[src/hdl/cjl_defs.svh]
// Purpose: constants of the conditional jump and load execution block
// Assumes: included by bare name
// Notes:   definitions only
`ifndef CJL_DEFS_SVH
`define CJL_DEFS_SVH

// ----------------------------------------
// address steps
// ----------------------------------------
`define CJL_INSTR_LEN  16'h0002
`define CJL_SEG_OFS    16'h0002
`define CJL_POP_INC    16'h0002

// ----------------------------------------
// high accumulator byte layout
// ----------------------------------------
`define CJL_HA_SIGN    7
`define CJL_HA_ZERO    6
`define CJL_HA_AUX     4
`define CJL_HA_PAR     2
`define CJL_HA_CARRY   0
`define CJL_HA_FILL    8'h00

// ----------------------------------------
// reset values
// ----------------------------------------
`define CJL_RST16      16'h0000
`define CJL_RST8       8'h00
`define CJL_RST3       3'h0

`endif

[src/hdl/cjl_pkg.sv]
// Purpose: types of the conditional jump and load execution block
// Assumes: nothing
// Notes:   no constants here, see cjl_defs.svh
package cjl_pkg;

  typedef enum logic [2:0] {
    OP_JUMP_IF_OVERFLOW,
    OP_JUMP_IF_PARITY,
    OP_JUMP_IF_PARITY_EVEN,
    OP_JUMP_IF_SIGN,
    OP_FLAGS_TO_HIGH_ACC,
    OP_LOAD_FAR_PTR_DATA_SEG,
    OP_LOAD_EFF_ADDR,
    OP_FRAME_TEARDOWN
  } cjl_op_t;

  typedef enum logic [1:0] {
    ST_IDLE,
    ST_PTR_LO,
    ST_PTR_HI,
    ST_POP
  } cjl_state_t;

endpackage

[src/hdl/cjl_xu_if.sv]
// Purpose: carrier between the execution core, branch unit and word reader
// Assumes: one clock domain
// Notes:   none
interface cjl_xu_if;
  cjl_pkg::cjl_op_t op;
  logic             overflow_flag;
  logic             parity_flag;
  logic             sign_flag;
  logic [15:0]      instr_ptr;
  logic [7:0]       short_displacement;
  logic             taken;
  logic [15:0]      target;
  logic             rd_start;
  logic [15:0]      rd_addr;
  logic [15:0]      rd_word;
  logic             rd_valid;

  modport br (
    input  op,
    input  overflow_flag,
    input  parity_flag,
    input  sign_flag,
    input  instr_ptr,
    input  short_displacement,
    output taken,
    output target
  );

  modport rd (
    input  rd_start,
    input  rd_addr,
    output rd_word,
    output rd_valid
  );
endinterface
[src/hdl/cjl_branch.sv]
// Purpose: condition test and target of the short conditional jumps
// Assumes: instr_ptr holds the address of the jump itself
// Notes:   purely combinational
`include "cjl_defs.svh"

module cjl_branch (
  cjl_xu_if.br xu
);

  function automatic logic [15:0] sext8(input logic [7:0] v);
    sext8 = {{8{v[7]}}, v};
  endfunction

  logic        cond;
  logic [15:0] next_instr;

  always_comb begin
    unique case (xu.op)
      cjl_pkg::OP_JUMP_IF_OVERFLOW:    cond = xu.overflow_flag;
      cjl_pkg::OP_JUMP_IF_PARITY,
      cjl_pkg::OP_JUMP_IF_PARITY_EVEN: cond = xu.parity_flag;
      cjl_pkg::OP_JUMP_IF_SIGN:        cond = xu.sign_flag;
      default:                         cond = 1'b0;
    endcase
  end

  // displacement counts from the byte after the two-byte jump
  assign next_instr = xu.instr_ptr + `CJL_INSTR_LEN;
  assign xu.taken   = cond;
  assign xu.target  = cond ? next_instr + sext8(xu.short_displacement)
                           : next_instr;

endmodule

[src/hdl/cjl_exec.sv]
// Purpose: execution of short conditional jumps and pointer/frame loads
// Assumes: decoder, register file and memory port all on clk
// Notes:   results leave as one-cycle write strobes with data
//
// Function
// - overflow jump taken only when overflow set
// - parity jump, both names, taken when parity set
// - sign jump taken only when sign set
// - taken jump adds sign-extended displacement
// - sign,zero,aux,parity,carry into bits 7,6,4,2,0
// - bits 5,3,1 of that byte undefined
// - far pointer: offset to register, segment to data segment
// - far pointer source memory, any 16-bit destination
// - effective address written, no data read
// - teardown first copies frame base into stack
// - then pops frame base, stack up by two
// - no instruction here alters any flag
`include "cjl_defs.svh"

module cjl_exec (
  input  wire logic             clk,
  input  wire logic             rst,
  input  wire logic             issue_valid,
  input  wire cjl_pkg::cjl_op_t issue_op,
  input  wire logic [7:0]       short_displacement,
  input  wire logic [15:0]      instr_ptr,
  input  wire logic [15:0]      effective_address,
  input  wire logic [2:0]       dest_sel,
  input  wire logic [15:0]      frame_base_ptr,
  input  wire logic             overflow_flag,
  input  wire logic             parity_flag,
  input  wire logic             sign_flag,
  input  wire logic             zero_flag,
  input  wire logic             aux_carry_flag,
  input  wire logic             carry_flag,
  input  wire logic [15:0]      mem_rd_data,
  input  wire logic             mem_rd_ack,
  output logic                  busy_q,
  output logic                  done_q,
  output logic                  mem_rd_req_q,
  output logic [15:0]           mem_addr_q,
  output logic                  instr_ptr_we_q,
  output logic                  jump_taken_q,
  output logic [15:0]           instr_ptr_new_q,
  output logic                  gp_we_q,
  output logic [2:0]            gp_sel_q,
  output logic [15:0]           gp_data_q,
  output logic                  high_acc_we_q,
  output logic [7:0]            high_acc_byte_q,
  output logic                  data_segment_we_q,
  output logic [15:0]           data_segment_reg_q,
  output logic                  frame_base_we_q,
  output logic [15:0]           frame_base_new_q,
  output logic                  stack_ptr_we_q,
  output logic [15:0]           stack_ptr_new_q,
  output logic                  flags_we_q
);

  // ----------------------------------------
  // sub-units
  // ----------------------------------------
  cjl_xu_if xu ();
  logic        rd_start;
  logic [15:0] rd_addr;

  assign xu.op                 = issue_op;
  assign xu.overflow_flag      = overflow_flag;
  assign xu.parity_flag        = parity_flag;
  assign xu.sign_flag          = sign_flag;
  assign xu.instr_ptr          = instr_ptr;
  assign xu.short_displacement = short_displacement;
  assign xu.rd_start           = rd_start;
  assign xu.rd_addr            = rd_addr;

  cjl_branch u_branch (
    .xu (xu.br)
  );

  cjl_word_rd u_rd (
    .clk          (clk),
    .rst          (rst),
    .xu           (xu.rd),
    .mem_rd_req_q (mem_rd_req_q),
    .mem_addr_q   (mem_addr_q),
    .mem_rd_data  (mem_rd_data),
    .mem_rd_ack   (mem_rd_ack)
  );

  // ----------------------------------------
  // sequencer state
  // ----------------------------------------
  cjl_pkg::cjl_state_t state_d, state_q;
  logic [15:0]         addr_d, addr_q;
  logic [15:0]         lo_d, lo_q;
  logic [2:0]          dest_d, dest_q;
  logic                busy_d, done_d;
  logic                ip_we_d, taken_d;
  logic [15:0]         ip_new_d;
  logic                gp_we_d;
  logic [2:0]          gp_sel_d;
  logic [15:0]         gp_data_d;
  logic                ha_we_d;
  logic [7:0]          ha_d;
  logic                ds_we_d;
  logic [15:0]         ds_d;
  logic                fb_we_d;
  logic [15:0]         fb_d;
  logic                st_we_d;
  logic [15:0]         st_d;
  logic                accept;

  // new work is taken only while idle; a busy core ignores issue
  assign accept = issue_valid && (state_q == cjl_pkg::ST_IDLE);

  always_comb begin
    state_d   = state_q;
    addr_d    = addr_q;
    lo_d      = lo_q;
    dest_d    = dest_q;
    busy_d    = busy_q;
    done_d    = 1'b0;
    ip_we_d   = 1'b0;
    taken_d   = 1'b0;
    ip_new_d  = instr_ptr_new_q;
    gp_we_d   = 1'b0;
    gp_sel_d  = gp_sel_q;
    gp_data_d = gp_data_q;
    ha_we_d   = 1'b0;
    ha_d      = high_acc_byte_q;
    ds_we_d   = 1'b0;
    ds_d      = data_segment_reg_q;
    fb_we_d   = 1'b0;
    fb_d      = frame_base_new_q;
    st_we_d   = 1'b0;
    st_d      = stack_ptr_new_q;
    rd_start  = 1'b0;
    rd_addr   = addr_q;
    unique case (state_q)
      cjl_pkg::ST_IDLE: begin
        if (accept) begin
          unique case (issue_op)
            cjl_pkg::OP_JUMP_IF_OVERFLOW,
            cjl_pkg::OP_JUMP_IF_PARITY,
            cjl_pkg::OP_JUMP_IF_PARITY_EVEN,
            cjl_pkg::OP_JUMP_IF_SIGN: begin
              ip_we_d  = 1'b1;
              taken_d  = xu.taken;
              ip_new_d = xu.target;
              done_d   = 1'b1;
            end
            cjl_pkg::OP_FLAGS_TO_HIGH_ACC: begin
              // undefined positions are driven as a fixed fill
              ha_d                = `CJL_HA_FILL;
              ha_d[`CJL_HA_SIGN]  = sign_flag;
              ha_d[`CJL_HA_ZERO]  = zero_flag;
              ha_d[`CJL_HA_AUX]   = aux_carry_flag;
              ha_d[`CJL_HA_PAR]   = parity_flag;
              ha_d[`CJL_HA_CARRY] = carry_flag;
              ha_we_d             = 1'b1;
              done_d              = 1'b1;
            end
            cjl_pkg::OP_LOAD_EFF_ADDR: begin
              // the offset itself is the result; memory is not touched
              gp_we_d   = 1'b1;
              gp_sel_d  = dest_sel;
              gp_data_d = effective_address;
              done_d    = 1'b1;
            end
            cjl_pkg::OP_LOAD_FAR_PTR_DATA_SEG: begin
              // the operand is always a memory address, never a register
              addr_d   = effective_address;
              dest_d   = dest_sel;
              rd_start = 1'b1;
              rd_addr  = effective_address;
              busy_d   = 1'b1;
              state_d  = cjl_pkg::ST_PTR_LO;
            end
            cjl_pkg::OP_FRAME_TEARDOWN: begin
              st_we_d  = 1'b1;
              st_d     = frame_base_ptr;
              addr_d   = frame_base_ptr;
              rd_start = 1'b1;
              rd_addr  = frame_base_ptr;
              busy_d   = 1'b1;
              state_d  = cjl_pkg::ST_POP;
            end
          endcase
        end
      end
      cjl_pkg::ST_PTR_LO: begin
        if (xu.rd_valid) begin
          lo_d     = xu.rd_word;
          addr_d   = addr_q + `CJL_SEG_OFS;
          rd_start = 1'b1;
          rd_addr  = addr_q + `CJL_SEG_OFS;
          state_d  = cjl_pkg::ST_PTR_HI;
        end
      end
      cjl_pkg::ST_PTR_HI: begin
        if (xu.rd_valid) begin
          // both halves land together so no half-loaded pointer is seen
          gp_we_d   = 1'b1;
          gp_sel_d  = dest_q;
          gp_data_d = lo_q;
          ds_we_d   = 1'b1;
          ds_d      = xu.rd_word;
          done_d    = 1'b1;
          busy_d    = 1'b0;
          state_d   = cjl_pkg::ST_IDLE;
        end
      end
      cjl_pkg::ST_POP: begin
        if (xu.rd_valid) begin
          fb_we_d = 1'b1;
          fb_d    = xu.rd_word;
          st_we_d = 1'b1;
          st_d    = addr_q + `CJL_POP_INC;
          done_d  = 1'b1;
          busy_d  = 1'b0;
          state_d = cjl_pkg::ST_IDLE;
        end
      end
    endcase
  end

  always_ff @(posedge clk or posedge rst) begin
    if (rst) begin
      state_q            <= cjl_pkg::ST_IDLE;
      addr_q             <= `CJL_RST16;
      lo_q               <= `CJL_RST16;
      dest_q             <= `CJL_RST3;
      busy_q             <= 1'b0;
      done_q             <= 1'b0;
      instr_ptr_we_q     <= 1'b0;
      jump_taken_q       <= 1'b0;
      instr_ptr_new_q    <= `CJL_RST16;
      gp_we_q            <= 1'b0;
      gp_sel_q           <= `CJL_RST3;
      gp_data_q          <= `CJL_RST16;
      high_acc_we_q      <= 1'b0;
      high_acc_byte_q    <= `CJL_RST8;
      data_segment_we_q  <= 1'b0;
      data_segment_reg_q <= `CJL_RST16;
      frame_base_we_q    <= 1'b0;
      frame_base_new_q   <= `CJL_RST16;
      stack_ptr_we_q     <= 1'b0;
      stack_ptr_new_q    <= `CJL_RST16;
      flags_we_q         <= 1'b0;
    end else begin
      state_q            <= state_d;
      addr_q             <= addr_d;
      lo_q               <= lo_d;
      dest_q             <= dest_d;
      busy_q             <= busy_d;
      done_q             <= done_d;
      instr_ptr_we_q     <= ip_we_d;
      jump_taken_q       <= taken_d;
      instr_ptr_new_q    <= ip_new_d;
      gp_we_q            <= gp_we_d;
      gp_sel_q           <= gp_sel_d;
      gp_data_q          <= gp_data_d;
      high_acc_we_q      <= ha_we_d;
      high_acc_byte_q    <= ha_d;
      data_segment_we_q  <= ds_we_d;
      data_segment_reg_q <= ds_d;
      frame_base_we_q    <= fb_we_d;
      frame_base_new_q   <= fb_d;
      stack_ptr_we_q     <= st_we_d;
      stack_ptr_new_q    <= st_d;
      // the flag register is never written by this block
      flags_we_q         <= 1'b0;
    end
  end

  // ----------------------------------------
  // checks
  // ----------------------------------------
  logic [15:0] chk_taken_tgt, chk_next;
  logic        chk_jump;
  assign chk_next      = instr_ptr + `CJL_INSTR_LEN;
  assign chk_taken_tgt = chk_next + {{8{short_displacement[7]}}, short_displacement};
  assign chk_jump      = accept && (issue_op inside {cjl_pkg::OP_JUMP_IF_OVERFLOW,
                         cjl_pkg::OP_JUMP_IF_PARITY, cjl_pkg::OP_JUMP_IF_PARITY_EVEN,
                         cjl_pkg::OP_JUMP_IF_SIGN});

  a_jump_overflow: assert property (@(posedge clk) disable iff (rst)
    accept && issue_op == cjl_pkg::OP_JUMP_IF_OVERFLOW
      |=> instr_ptr_we_q && jump_taken_q == $past(overflow_flag))
    else $error("overflow jump decision wrong");
  a_jump_parity: assert property (@(posedge clk) disable iff (rst)
    accept && (issue_op == cjl_pkg::OP_JUMP_IF_PARITY
               || issue_op == cjl_pkg::OP_JUMP_IF_PARITY_EVEN)
      |=> instr_ptr_we_q && jump_taken_q == $past(parity_flag))
    else $error("parity jump decision wrong");
  a_jump_sign: assert property (@(posedge clk) disable iff (rst)
    accept && issue_op == cjl_pkg::OP_JUMP_IF_SIGN
      |=> instr_ptr_we_q && jump_taken_q == $past(sign_flag))
    else $error("sign jump decision wrong");
  a_taken_target: assert property (@(posedge clk) disable iff (rst)
    chk_jump && xu.taken |=> instr_ptr_new_q == $past(chk_taken_tgt))
    else $error("taken jump target wrong");
  a_fall_through: assert property (@(posedge clk) disable iff (rst)
    chk_jump && !xu.taken |=> !jump_taken_q && instr_ptr_new_q == $past(chk_next))
    else $error("untaken jump target wrong");
  a_high_acc_bits: assert property (@(posedge clk) disable iff (rst)
    accept && issue_op == cjl_pkg::OP_FLAGS_TO_HIGH_ACC |=> high_acc_we_q
      && high_acc_byte_q[7] == $past(sign_flag) && high_acc_byte_q[6] == $past(zero_flag)
      && high_acc_byte_q[4] == $past(aux_carry_flag)
      && high_acc_byte_q[2] == $past(parity_flag) && high_acc_byte_q[0] == $past(carry_flag))
    else $error("flag copy into high byte wrong");
  a_high_acc_fill: assert property (@(posedge clk) disable iff (rst)
    high_acc_we_q |-> !high_acc_byte_q[5] && !high_acc_byte_q[3] && !high_acc_byte_q[1])
    else $error("undefined high byte bits not zero filled");
  a_far_ptr_reads: assert property (@(posedge clk) disable iff (rst)
    accept && issue_op == cjl_pkg::OP_LOAD_FAR_PTR_DATA_SEG
      |=> mem_rd_req_q && mem_addr_q == $past(effective_address))
    else $error("far pointer read not at effective address");
  a_far_ptr_pair: assert property (@(posedge clk) disable iff (rst)
    data_segment_we_q |-> gp_we_q && gp_sel_q == dest_q && done_q)
    else $error("far pointer halves not written together");
  a_eff_addr_noread: assert property (@(posedge clk) disable iff (rst)
    accept && issue_op == cjl_pkg::OP_LOAD_EFF_ADDR
      |=> gp_we_q && gp_data_q == $past(effective_address) && !mem_rd_req_q)
    else $error("effective address load wrong");
  a_teardown_copy: assert property (@(posedge clk) disable iff (rst)
    accept && issue_op == cjl_pkg::OP_FRAME_TEARDOWN |=> stack_ptr_we_q
      && stack_ptr_new_q == $past(frame_base_ptr) && mem_addr_q == $past(frame_base_ptr))
    else $error("teardown stack copy wrong");
  a_teardown_pop: assert property (@(posedge clk) disable iff (rst)
    frame_base_we_q |-> stack_ptr_we_q && stack_ptr_new_q == addr_q + `CJL_POP_INC)
    else $error("teardown pop step wrong");
  a_flags_untouched: assert property (@(posedge clk) disable iff (rst)
    done_q |-> !flags_we_q)
    else $error("flag write seen");

endmodule

[src/hdl/cjl_word_rd.sv]
// Purpose: single-word data read toward the memory side
// Assumes: mem_rd_ack comes from logic on clk
// Notes:   one read outstanding at a time
`include "cjl_defs.svh"

module cjl_word_rd (
  input  wire logic        clk,
  input  wire logic        rst,
  cjl_xu_if.rd             xu,
  output logic             mem_rd_req_q,
  output logic [15:0]      mem_addr_q,
  input  wire logic [15:0] mem_rd_data,
  input  wire logic        mem_rd_ack
);

  logic        req_d;
  logic [15:0] addr_d;
  logic [15:0] word_d;
  logic [15:0] word_q;
  logic        valid_d;
  logic        valid_q;

  always_comb begin
    req_d   = mem_rd_req_q;
    addr_d  = mem_addr_q;
    word_d  = word_q;
    valid_d = 1'b0;
    if (mem_rd_req_q && mem_rd_ack) begin
      req_d   = 1'b0;
      word_d  = mem_rd_data;
      valid_d = 1'b1;
    end
    // start is only given while no read is open
    if (xu.rd_start) begin
      req_d  = 1'b1;
      addr_d = xu.rd_addr;
    end
  end

  always_ff @(posedge clk or posedge rst) begin
    if (rst) begin
      mem_rd_req_q <= 1'b0;
      mem_addr_q   <= `CJL_RST16;
      word_q       <= `CJL_RST16;
      valid_q      <= 1'b0;
    end else begin
      mem_rd_req_q <= req_d;
      mem_addr_q   <= addr_d;
      word_q       <= word_d;
      valid_q      <= valid_d;
    end
  end

  assign xu.rd_word  = word_q;
  assign xu.rd_valid = valid_q;

endmodule

[config.mk]
export PLATFORM = sky130hd
export DESIGN_NAME = cjl_exec
export DESIGN_NICKNAME = d
export VERILOG_FILES = /design/src/hdl/cjl_pkg.sv /design/src/hdl/cjl_xu_if.sv /design/src/hdl/cjl_branch.sv /design/src/hdl/cjl_exec.sv /design/src/hdl/cjl_word_rd.sv
export VERILOG_INCLUDE_DIRS = /design/src /design/src/hdl
export SDC_FILE = /design/constraint.sdc
export NUM_CORES = 1
export LEC_CHECK = 0
export ABC_AREA = 1
export BUFFER_PORTS_ARGS = -buffer_cell sky130_fd_sc_hd__buf_2
export CELL_PAD_IN_SITES_DETAIL_PLACEMENT = 0
export CELL_PAD_IN_SITES_GLOBAL_PLACEMENT = 2
export CORE_AREA = 2 2 176 178
export DETAILED_ROUTE_END_ITERATION = 6
export DIE_AREA = 0 0 178 180
export PLACE_DENSITY_LB_ADDON = 0.1
export SYNTH_ARGS = -nofsm -noshare
export SYNTH_HDL_FRONTEND = slang
export SYNTH_HIERARCHICAL = 1
export SYNTH_SLANG_ARGS = --single-unit
[constraint.sdc]
create_clock -name clk -period 7.1 [get_ports clk]
set_input_delay 2.13 -clock clk [delete_from_list [all_inputs] [get_ports clk]]
set_output_delay 2.13 -clock clk [all_outputs]
set_load 0.02 [all_outputs]
==> results of run 1 <==
==> worst max-delay path by stage <==
stage	slack [ns]	end	startpoint	depth (start not counted)
2_1_floorplan	1.39	addr_q[0]	rst	1
4_1_cts	2.94	instr_ptr_new_q[15]	instr_ptr[1]	18
3_5_place_dp	2.47	instr_ptr_new_q[15]	instr_ptr[1]	18
5_1_grt	2.60	instr_ptr_new_q[15]	instr_ptr[1]	18
3_3_place_gp	2.51	instr_ptr_new_q[15]	instr_ptr[1]	18
6_report	2.97	instr_ptr_new_q[15]	instr_ptr[1]	18
==> worst register-to-register path, stage by stage (launching register included) <==
cell and delay (ns):
dfrtp_1 0.41, ha_1 0.72, nand2_1 0.91, nand2_1 0.31, nand3_2 0.55, inv_1 0.30
o21ai_0 0.11, o21ai_0 0.17
==> kinds of logic (layout without fill, tap and decap cells) <==
logic type               Yosys count  count (layout)  synth area share [%]
buffers and inverters            141             333                  7.40
other                              1               4                0.0419
AO/OA/AOI/OAI                    135             135                  8.63
AND/OR/NAND/NOR                  650             650                  30.8
adder cells (fa/ha/maj)           27              27                  3.86
flip-flops                       168             168                  47.0
XOR/XNOR                          23              23                  2.25
==> area by class of cell <==
type / count / area [µm²] / area share [%]
clock inverter: 15 / 214 / 1.98
timing repair buffer: 204 / 1030 / 9.50
tap: 396 / 495 / 4.57
sequential: 168 / 4200 / 38.8
inverter: 97 / 372 / 3.43
multi-input combinational: 839 / 4090 / 37.8
clock buffer: 17 / 425 / 3.93
==> power groups by stage <==
stage,Sequential (mW),Clock [mW],Combinational [mW]
after CTS,1.62,1.05,1.78
after detailed placement,1.63,0,1.78
after floorplan,1.93,0,0.869
after global placement,1.63,0,1.77
after global routing,1.68,1.09,1.97
final,1.62,1.02,1.75
==> synthesized netlist by cell type (all sizes together) (3+ instances only) <==
library cell	number	area (µm²)
o21bai	3	26.3
a21oi	18	90.1
nand4	17	113
nand3	64	350
xnor2	4	35.0
inv	97	367
a31oi	20	125
nor3	5	46.3
clkbuf	14	72.6
nor4	3	40.0
o31ai	3	37.5
nor2	82	338
a22oi	6	45.0
o21ai	78	394
dfrtp	168	4200
xor2	19	166
ha	26	325
nand2	470	1800
nand3b	7	52.6
o211ai	5	37.5
buf	30	223
==> metal layers <==
metal | track usage, % | vias to the layer above | wire length, µm
met5 | 0 | - | 0
met4 | 4.85 | 0 | 395
met3 | 4.00 | 17 | 1500
met2 | 28.2 | 195 | 12700
met1 | 26.6 | 3653 | 14300
li1 | - | 4014 | -
==> state kept, by name, summed over array words and instances, names as in the netlist, 2 cells and up <==
register            count
u_rd/xu.rd_word        16
frame_base_new_q       16
stack_ptr_new_q        16
addr_q                 16
gp_data_q              16
gp_sel_q                3
dest_q                  3
lo_q                   16
u_rd/mem_addr_q        16
data_segment_reg_q     16
state_q                 2
high_acc_byte_q         5
instr_ptr_new_q        16
==> metrics, run 1 <==
Final ANT Viol Nets=0; RR Startpoint=state_q[1]; r2r setup slk=3.56 ns; Total GRT Usage=18.6%; routability congestion estimate=0.788; Crit path largest cell delay=0.32 ns; Sw Share=approximately 43%; most frequent cells in the layout=nand2_1 (460), buf_2 (201), dfrtp_1 (168); max-slew violations=0; post-synthesis register bit count=168; # Post-CTS Setup Buffers=0; CP Cell Sequence=buf_2 -> ha_1 -> nand3_1 -> nor3_2 -> nand4_1 -> xor2_1 -> ha_1 -> nand2_1 -> inv_1 -> a21oi_1 -> nand2_1 -> a21oi_1 -> nand3_1 -> nand2_1 -> nand2_1 -> nand2_1 -> nand2_1 -> nand2_1; DRT Pass-1 Iters=5; max_slew headroom=between 20 and 25%; r2r worst-path depth=7; level count of the clock H-tree=4; Critical Path Most Common Cell=nand2_1; DP Cell Count=1704; # nets final=between 1000 and 1500; share of cells above drive strength 1=21.0%; first-pass GRT wire length=45800 µm; Seq pwr share=36.9%; peak supply drop=between 0.2 and 0.25 mV; Util after Layout=roughly 36%; RSZ-0062 raised after global routing=no; crit end category=flip-flop; Comb power frac=roughly two fifths; half-perimeter wire length after placement=22000 µm; Hold Path Class=reg -> reg; synthesized area=a little under 9000 µm²; Clock Skew=between 0.01 and 0.015 ns; pre-CTS setup slack=2.47 ns; Synth warnings=6; most common cell after layout, fill and taps aside=nand2_1; Slew @ Worst Pin=1.16 ns; Mean Syn Cell Area=7.81 µm²; I/O pins=206; Starting Density=29.6%; cts bufs inserted=17; hold_sp=u_rd/mem_addr_q[9]; Clock Sinks=168; number of diodes=0; DR vias=7879; TritonCTS clock tree=done; WL final=28900 µm; Post-Place Cell Area=10200 µm²; Mapped Cells=~1100; clk_lat worst skew=0.44 ns; FFs w/ async S/R, synth=100%; Die W=about 180 µm; hold-fix buffers at CTS=0; CP top delay family=simple AND/OR/NAND/NOR gates; Hold Path End=u_rd/mem_addr_q[9]; post-cts sizing count=0; setup violators final=0; f_max=0.242 GHz; initial antenna violation count=1; die area=32000 µm²; Clk pwr share=23.3%; element type at the critical path start=primary input; fillcell total=around 3300; Setup CP Type=in -> reg; total of max-cap violations=0; row count=64; Iter 0 DRT Violations=470; setup TNS=0 ns; Crit path required time=7.48 ns; final hold violation count=0; Power Dens Cells=405 nW/µm²; grt total ovfl=0; Max FO, Critical Path=5; number of flops mapped to enable cells by yosys=0; Final Non-Filler Cells=between 1500 and 2000; Design Power=4.39 mW; Pint=2.48 mW; P&R area growth vs syn=21.1%; Final period util=approximately 58%; CP arrival=4.51 ns; sequential-to-total area share from yosys stat=47.0%; hold-critical path depth=2; Distinct cells, synth=47; leakage=slightly below 6 nW; core box area=30200 µm²; die height=180 µm; Remaining DRCs=0; CP Buf/Inv Count=2; maximum clock path buffer count=2; vias in the first global route=7959; vias per cell=4.54; sw power=1.90 mW; slowest library cell on the worst path=ha_1; Clk pin slew, worst setup/hold paths=0.08 ns; wire per inst=~17 µm; Top FF cell, synth=dfrtp_1; status=completed; final instance area=10800 µm²; terminus of the critical flop-to-flop path=stack_ptr_new_q[4]; final worst slack=about 3.0 ns; Hold WS=0.467 ns; post-layout min period=4.13 ns; largest net degree at the start of global routing=86; I/O Buffers=201; Clock Tree Root=clkbuf_16
No activity file was read; power rests on OpenSTA's default activity.
==> run 2, diff against run 1 <==
--- a/config.mk
+++ b/config.mk
@@ -10,9 +10,9 @@
 export BUFFER_PORTS_ARGS = -buffer_cell sky130_fd_sc_hd__buf_2
 export CELL_PAD_IN_SITES_DETAIL_PLACEMENT = 0
 export CELL_PAD_IN_SITES_GLOBAL_PLACEMENT = 2
-export CORE_AREA = 2 2 176 178
+export CORE_AREA = 2 2 182 184
 export DETAILED_ROUTE_END_ITERATION = 6
-export DIE_AREA = 0 0 178 180
+export DIE_AREA = 0 0 184 186
 export PLACE_DENSITY_LB_ADDON = 0.1
 export SYNTH_ARGS = -nofsm -noshare
 export SYNTH_HDL_FRONTEND = slang
==> constraint.sdc (replaced) <==
create_clock -name clk -period 3.7 [get_ports clk]
set_input_delay 1.11 -clock clk [delete_from_list [all_inputs] [get_ports clk]]
set_output_delay 1.11 -clock clk [all_outputs]
set_load 0.02 [all_outputs]
==> run 2 against run 1 <==
Register-to-register slack worse by 2.4 ns. Via count is 0.91% higher. Global-route usage is 0.34 points lower. Critical path depth stayed put. Total power is 92% higher. Non-clock buffer count is 15 higher. Die area is 6.8% higher. Worst setup slack worse by 2.4 ns. Core utilization is 1.9 points lower. Wire length is 4.1% higher. First-iteration DRC count is 1.7% lower. Worst hold slack worse by 0.0020 ns. Critical path type unchanged. Largest power group unchanged.
==> metrics, run 2 (synthesis gave the netlist of run 1 again) <==
status=completed; Setup CP Type=in -> reg; DR vias=7951 (+0.91%); cts bufs inserted=17 (unchanged); Seq pwr share=36.8% (about the same); I/O Buffers=201 (unchanged); critical path depth=18 (unchanged); most common cell after layout, fill and taps aside=nand2_1; hold-critical path depth=2 (unchanged); Starting Density=27.8% (-1.9 points); Remaining DRCs=0 (unchanged); Slew @ Worst Pin=0.716 ns (-0.443 ns); # Post-CTS Setup Buffers=0 (unchanged); grt total ovfl=0 (unchanged); Clk pwr share=22.3% (-1.0 points); total of max-cap violations=0 (unchanged); half-perimeter wire length after placement=23200 µm (+5.4%); Crit path required time=4.08 ns (-3.40 ns); Clock Skew=0.00874 ns (-0.00170 ns); Sw Share=43.9% (+0.54 points); setup TNS=0 ns (unchanged); clk_lat worst skew=0.44 ns (about the same); final worst slack=0.593 ns (-2.38 ns); r2r worst-path depth=9 (+2); most frequent cells in the layout=nand2_1 (460), buf_2 (201), dfrtp_1 (168); slowest library cell on the worst path=ha_1; fillcell total=3588 (+8.4%); DRT Pass-1 Iters=7 (+2); row count=66 (+3.1%); wire per inst=17.1 µm (+2.5%); hold_sp=u_rd/mem_addr_q[11]; Clock Tree Root=clkbuf_16; Clock Sinks=168 (unchanged); max_slew headroom=52.2% (+30 points); RR Startpoint=state_q[0]; number of diodes=0 (unchanged); Crit path largest cell delay=0.32 ns (about the same); sw power=3.69 mW (+94%); leakage=5.83 nW (+1.1%); Max FO, Critical Path=5 (unchanged); die height=186 µm (+3.3%); Total GRT Usage=18.2% (-0.34 points); level count of the clock H-tree=4 (unchanged); core box area=32200 µm² (+6.7%); element type at the critical path start=primary input; initial antenna violation count=0 (-1); share of cells above drive strength 1=21.9% (+0.82 points); Pint=4.71 mW (+90%); Iter 0 DRT Violations=462 (-1.7%); hold-fix buffers at CTS=0 (unchanged); RSZ-0062 raised after global routing=no; WL final=30100 µm (+4.1%); maximum clock path buffer count=2 (unchanged); die area=34200 µm² (+6.8%); CP arrival=3.49 ns (-1.02 ns); Power Dens Cells=769 nW/µm² (+90%); Comb power frac=40.9% (+1.1 points); Die W=184 µm (+3.4%); final instance area=10900 µm² (+0.94%); CP top delay family=simple AND/OR/NAND/NOR gates; Hold Path Class=reg -> reg; setup violators final=0 (unchanged); r2r setup slk=1.15 ns (-2.41 ns); final hold violation count=0 (unchanged); vias in the first global route=8031 (+0.90%); terminus of the critical flop-to-flop path=u_rd/mem_addr_q[8]; post-cts sizing count=0 (unchanged); peak supply drop=0.390 mV (+78%); post-layout min period=3.11 ns; f_max=0.322 GHz; vias per cell=4.51 (-0.58%); area of the multi-input gates=4090 µm² (unchanged); max-slew violations=0 (unchanged); # nets final=1457 (+1.0%); pre-CTS setup slack=0.143 ns (-2.33 ns); CP Buf/Inv Count=2 (unchanged); largest net degree at the start of global routing=42 (-51%); Critical Path Most Common Cell=nand2_1; I/O pins=206 (unchanged); Final period util=a little over four fifths; crit end category=flip-flop; P&R area growth vs syn=22.2%; Post-Place Cell Area=10300 µm² (+1.5%); Clk pin slew, worst setup/hold paths=0.07 ns (about the same); Hold Path End=u_rd/mem_addr_q[11]; Util after Layout=33.9% (-1.9 points); first-pass GRT wire length=47100 µm (+2.8%); Design Power=8.40 mW (+92%); Final ANT Viol Nets=0 (unchanged); Register Area=4200 µm² (unchanged); routability congestion estimate=0.815 (+3.4%); CP Cell Sequence=buf_2 -> ha_1 -> nand3_1 -> nor3_2 -> nand4_1 -> xor2_1 -> ha_1 -> nand2_1 -> inv_1 -> a21oi_1 -> nand2_1 -> a21oi_1 -> nand3_1 -> nand2_1 -> nand2_1 -> nand2_1 -> nand2_1 -> nand2_1; TritonCTS clock tree=done
## run 2: how the worst max path moves through the flow
stage | start | end
final | instr_ptr[1] | instr_ptr_new_q[15]
after global routing | instr_ptr[1] | instr_ptr_new_q[15]
after CTS | instr_ptr[1] | instr_ptr_new_q[15]
after detailed placement | instr_ptr[1] | instr_ptr_new_q[15]
after global placement | instr_ptr[1] | instr_ptr_new_q[15]
after floorplan | instr_ptr[1] | instr_ptr_new_q[15]
## run 2: metal layers
| metal | part of all wire, % | GRT usage (%) |
|---|---|---|
| met3 | 4.0 | 3.13 |
| met1 | 48 | 25.3 |
| met5 | 0 | 0 |
| met2 | 47 | 30.1 |
| met4 | 0.72 | 3.36 |
## run 2: worst min-delay path, stage by stage, from the launching register on
cell	delay, ns
dfrtp_1	0.34
nand2_1	0.05
nand2_1	0.04
## run 2: layout make-up
cell class	count	area share [%]
multi-input combinational	839	37.4
timing repair buffer	219	10.7
tap	408	4.67
clock buffer	17	3.89
clock inverter	14	1.50
inverter	97	3.39
sequential	168	38.5
## run 2: stage by stage
step / instances / hold WS [ns]
floorplan: 1148 / 0.442
global placement: 1731 / 0.451
detailed placement: 1731 / 0.454
CTS: 1762 / 0.472
global route: 1762 / 0.489
finish: 1762 / 0.466
## run 2: power groups by stage
| stage | Clock, mW | Sequential (mW) | Combinational [mW] |
|---|---|---|---|
| 2_1_floorplan | 0 | 3.69 | 1.67 |
| 3_3_place_gp | 0 | 3.14 | 3.49 |
| 3_5_place_dp | 0 | 3.13 | 3.51 |
| 4_1_cts | 1.93 | 3.11 | 3.52 |
| 5_1_grt | 2.00 | 3.20 | 3.88 |
| 6_report | 1.87 | 3.10 | 3.44 |
==> run 3, diff against run 2 <==
==> constraint.sdc (replaced) <==
create_clock -name clk -period 2.7 [get_ports clk]
set_input_delay 0.81 -clock clk [delete_from_list [all_inputs] [get_ports clk]]
set_output_delay 0.81 -clock clk [all_outputs]
set_load 0.02 [all_outputs]
==> run 3 against run 2 <==
Total power is 39% higher. Critical endpoint unchanged. Via count is 1.4% higher. Global-route usage is 0.12 points lower. Flip-flop and latch count stayed put. Sequential share of layout area is 1.6 points lower. Worst hold slack worse by 0.0064 ns. First-iteration DRC count is 8.9% lower. Final cell count is 3.0% higher. Worst setup slack worse by 0.40 ns. Largest cell class unchanged. Non-clock buffer count is 52 higher. Sequential power is 37% higher. Critical path type unchanged. Count of clock-buffer cells in the layout stayed put.
==> metrics, run 3 (synthesis gave the netlist of run 1 again) <==
WL final=30100 µm (about the same); wire per inst=16.6 µm (-2.9%); most frequent cells in the layout=nand2_1 (458), buf_2 (201), dfrtp_1 (168); max_slew headroom=64.3% (+12 points); Clk pin slew, worst setup/hold paths=0.07 ns (about the same); Die W=184 µm (unchanged); terminus of the critical flop-to-flop path=u_rd/mem_addr_q[5]; Final period util=92.9%; final hold violation count=0 (unchanged); r2r worst-path depth=10 (+1); TritonCTS clock tree=done; most common cell after layout, fill and taps aside=nand2_1; hold-fix buffers at CTS=0 (unchanged); initial antenna violation count=0 (unchanged); Final ANT Viol Nets=0 (unchanged); Worst setup endpoint=instr_ptr_new_q[15]; Design Power=11.7 mW (+39%); level count of the clock H-tree=4 (unchanged); Clock Sinks=168 (unchanged); peak supply drop=0.660 mV (+70%); Remaining DRCs=0 (unchanged); Hold Path Class=in -> async; # nets final=1509 (+3.6%); CP arrival=2.89 ns (-0.60 ns); I/O pins=206 (unchanged); die area=34200 µm² (unchanged); half-perimeter wire length after placement=23500 µm (+1.1%); Setup CP Type=in -> reg; vias in the first global route=7952 (-0.98%); total of max-cap violations=0 (unchanged); row count=66 (unchanged); DRT Pass-1 Iters=7 (unchanged); largest net degree at the start of global routing=86 (+100%); RR Startpoint=state_q[0]; max-slew violations=0 (unchanged); # Post-CTS Setup Buffers=0 (unchanged); r2r setup slk=0.47 ns (-0.68 ns); vias per cell=4.45 (-1.5%); P&R area growth vs syn=27.6%; routability congestion estimate=0.805 (-1.3%); post-layout min period=~2.5 ns; leakage=6.11 nW (+4.8%); clk_lat worst skew=0.44 ns (about the same); post-cts sizing count=0 (unchanged); f_max=about 0.40 GHz; RSZ-0062 raised after global routing=yes; element type at the critical path start=primary input; Max FO, Critical Path=4 (-1); Iter 0 DRT Violations=421 (-8.9%); Total GRT Usage=18.1% (-0.12 points); crit path from=instr_ptr[1]; status=completed; crit end category=flip-flop; cts bufs inserted=17 (unchanged); first-pass GRT wire length=46400 µm (-1.4%); maximum clock path buffer count=2 (unchanged); Clock Skew=0.0119 ns (+0.00312 ns); grt total ovfl=0 (unchanged); number of diodes=0 (unchanged); Clock Tree Root=clkbuf_16; die height=186 µm (unchanged); Crit path required time=3.09 ns (-0.99 ns); DR vias=8065 (+1.4%); I/O Buffers=201 (unchanged); Slew @ Worst Pin=0.536 ns (-0.181 ns); share of cells above drive strength 1=25.5% (+3.7 points); setup violators final=0 (unchanged); Starting Density=27.8% (unchanged); core box area=32200 µm² (unchanged); setup TNS=0 ns (unchanged); Power Dens Cells=1030 nW/µm² (+33%)
==> run 3: changes by cell type in the layout (fill, tap and decap cells not counted), sizes merged <==
cell,previous run,this run
clkinv,3,5
inv,104,102
bufinv,2,3
clkinvlp,2,1
buf,219,271
==> run 3: how the worst min path moves through the flow <==
stage	start	to	slack, ns	cells after the start
6_report	rst	frame_base_new_q[14]	0.46	3
3_3_place_gp	u_rd/mem_addr_q[9]	u_rd/mem_addr_q[9]	0.45	2
2_1_floorplan	dest_q[0]	dest_q[0]	0.44	2
4_1_cts	rst	instr_ptr_new_q[9]	0.45	3
3_5_place_dp	u_rd/mem_addr_q[15]	u_rd/mem_addr_q[15]	0.46	2
5_1_grt	rst	frame_base_new_q[14]	0.47	3
==> run 3: area by class of cell <==
| cell class | count | area, µm² |
|---|---|---|
| clock inverters | 14 | 191 |
| multi-input cells | 839 | 4160 |
| inverters | 97 | 370 |
| fillers | 3567 | 20800 |
| well taps | 408 | 510 |
| repair buffers | 271 | 1560 |
| clock buffers | 17 | 425 |
| flip-flops and latches | 168 | 4200 |
==> run 3: layer usage <==
metal | vias up | global-route usage [%] | routed length (µm)
li1 | 4136 | - | -
met1 | 3723 | 25.0 | 14400
met2 | 188 | 29.2 | 14000
met3 | 18 | 3.23 | 1260
met4 | 0 | 4.93 | 369
met5 | - | 0 | 0
==> run 3: critical path, stage by stage <==
cell and delay, ns:
buf_2 0.14, ha_4 0.15, nand3_2 0.09, nor3_4 0.17, nand4_1 0.17, xor2_2 0.23, ha_1 0.33, nand2_2 0.09
inv_1 0.05, a21oi_2 0.13, nand2_1 0.06, a21oi_1 0.12, nand3_1 0.08, nand2_1 0.06, nand2_1 0.04, nand2_1 0.06
nand2_1 0.05, nand2_1 0.06
==> run 3: through the flow <==
step | setup slack (ns) | util [%] | hold slack [ns] | instances | instance area [µm²]
2_1_floorplan | 0.0401 | - | 0.442 | 1148 | 8980
3_3_place_gp | -0.407 | 33.4 | 0.451 | 1783 | 10800
3_5_place_dp | -0.440 | 33.4 | 0.456 | 1783 | 10800
4_1_cts | 0.0353 | 35.3 | 0.454 | 1814 | 11400
5_1_grt | -0.0144 | 35.4 | 0.466 | 1814 | 11400
6_report | 0.192 | 35.4 | 0.459 | 1814 | 11400
==> run 3: power breakdown <==
part	internal (mW)	switching, mW
Combinational	1.58	3.24
Clock	1.48	1.15
Sequential	3.58	0.679
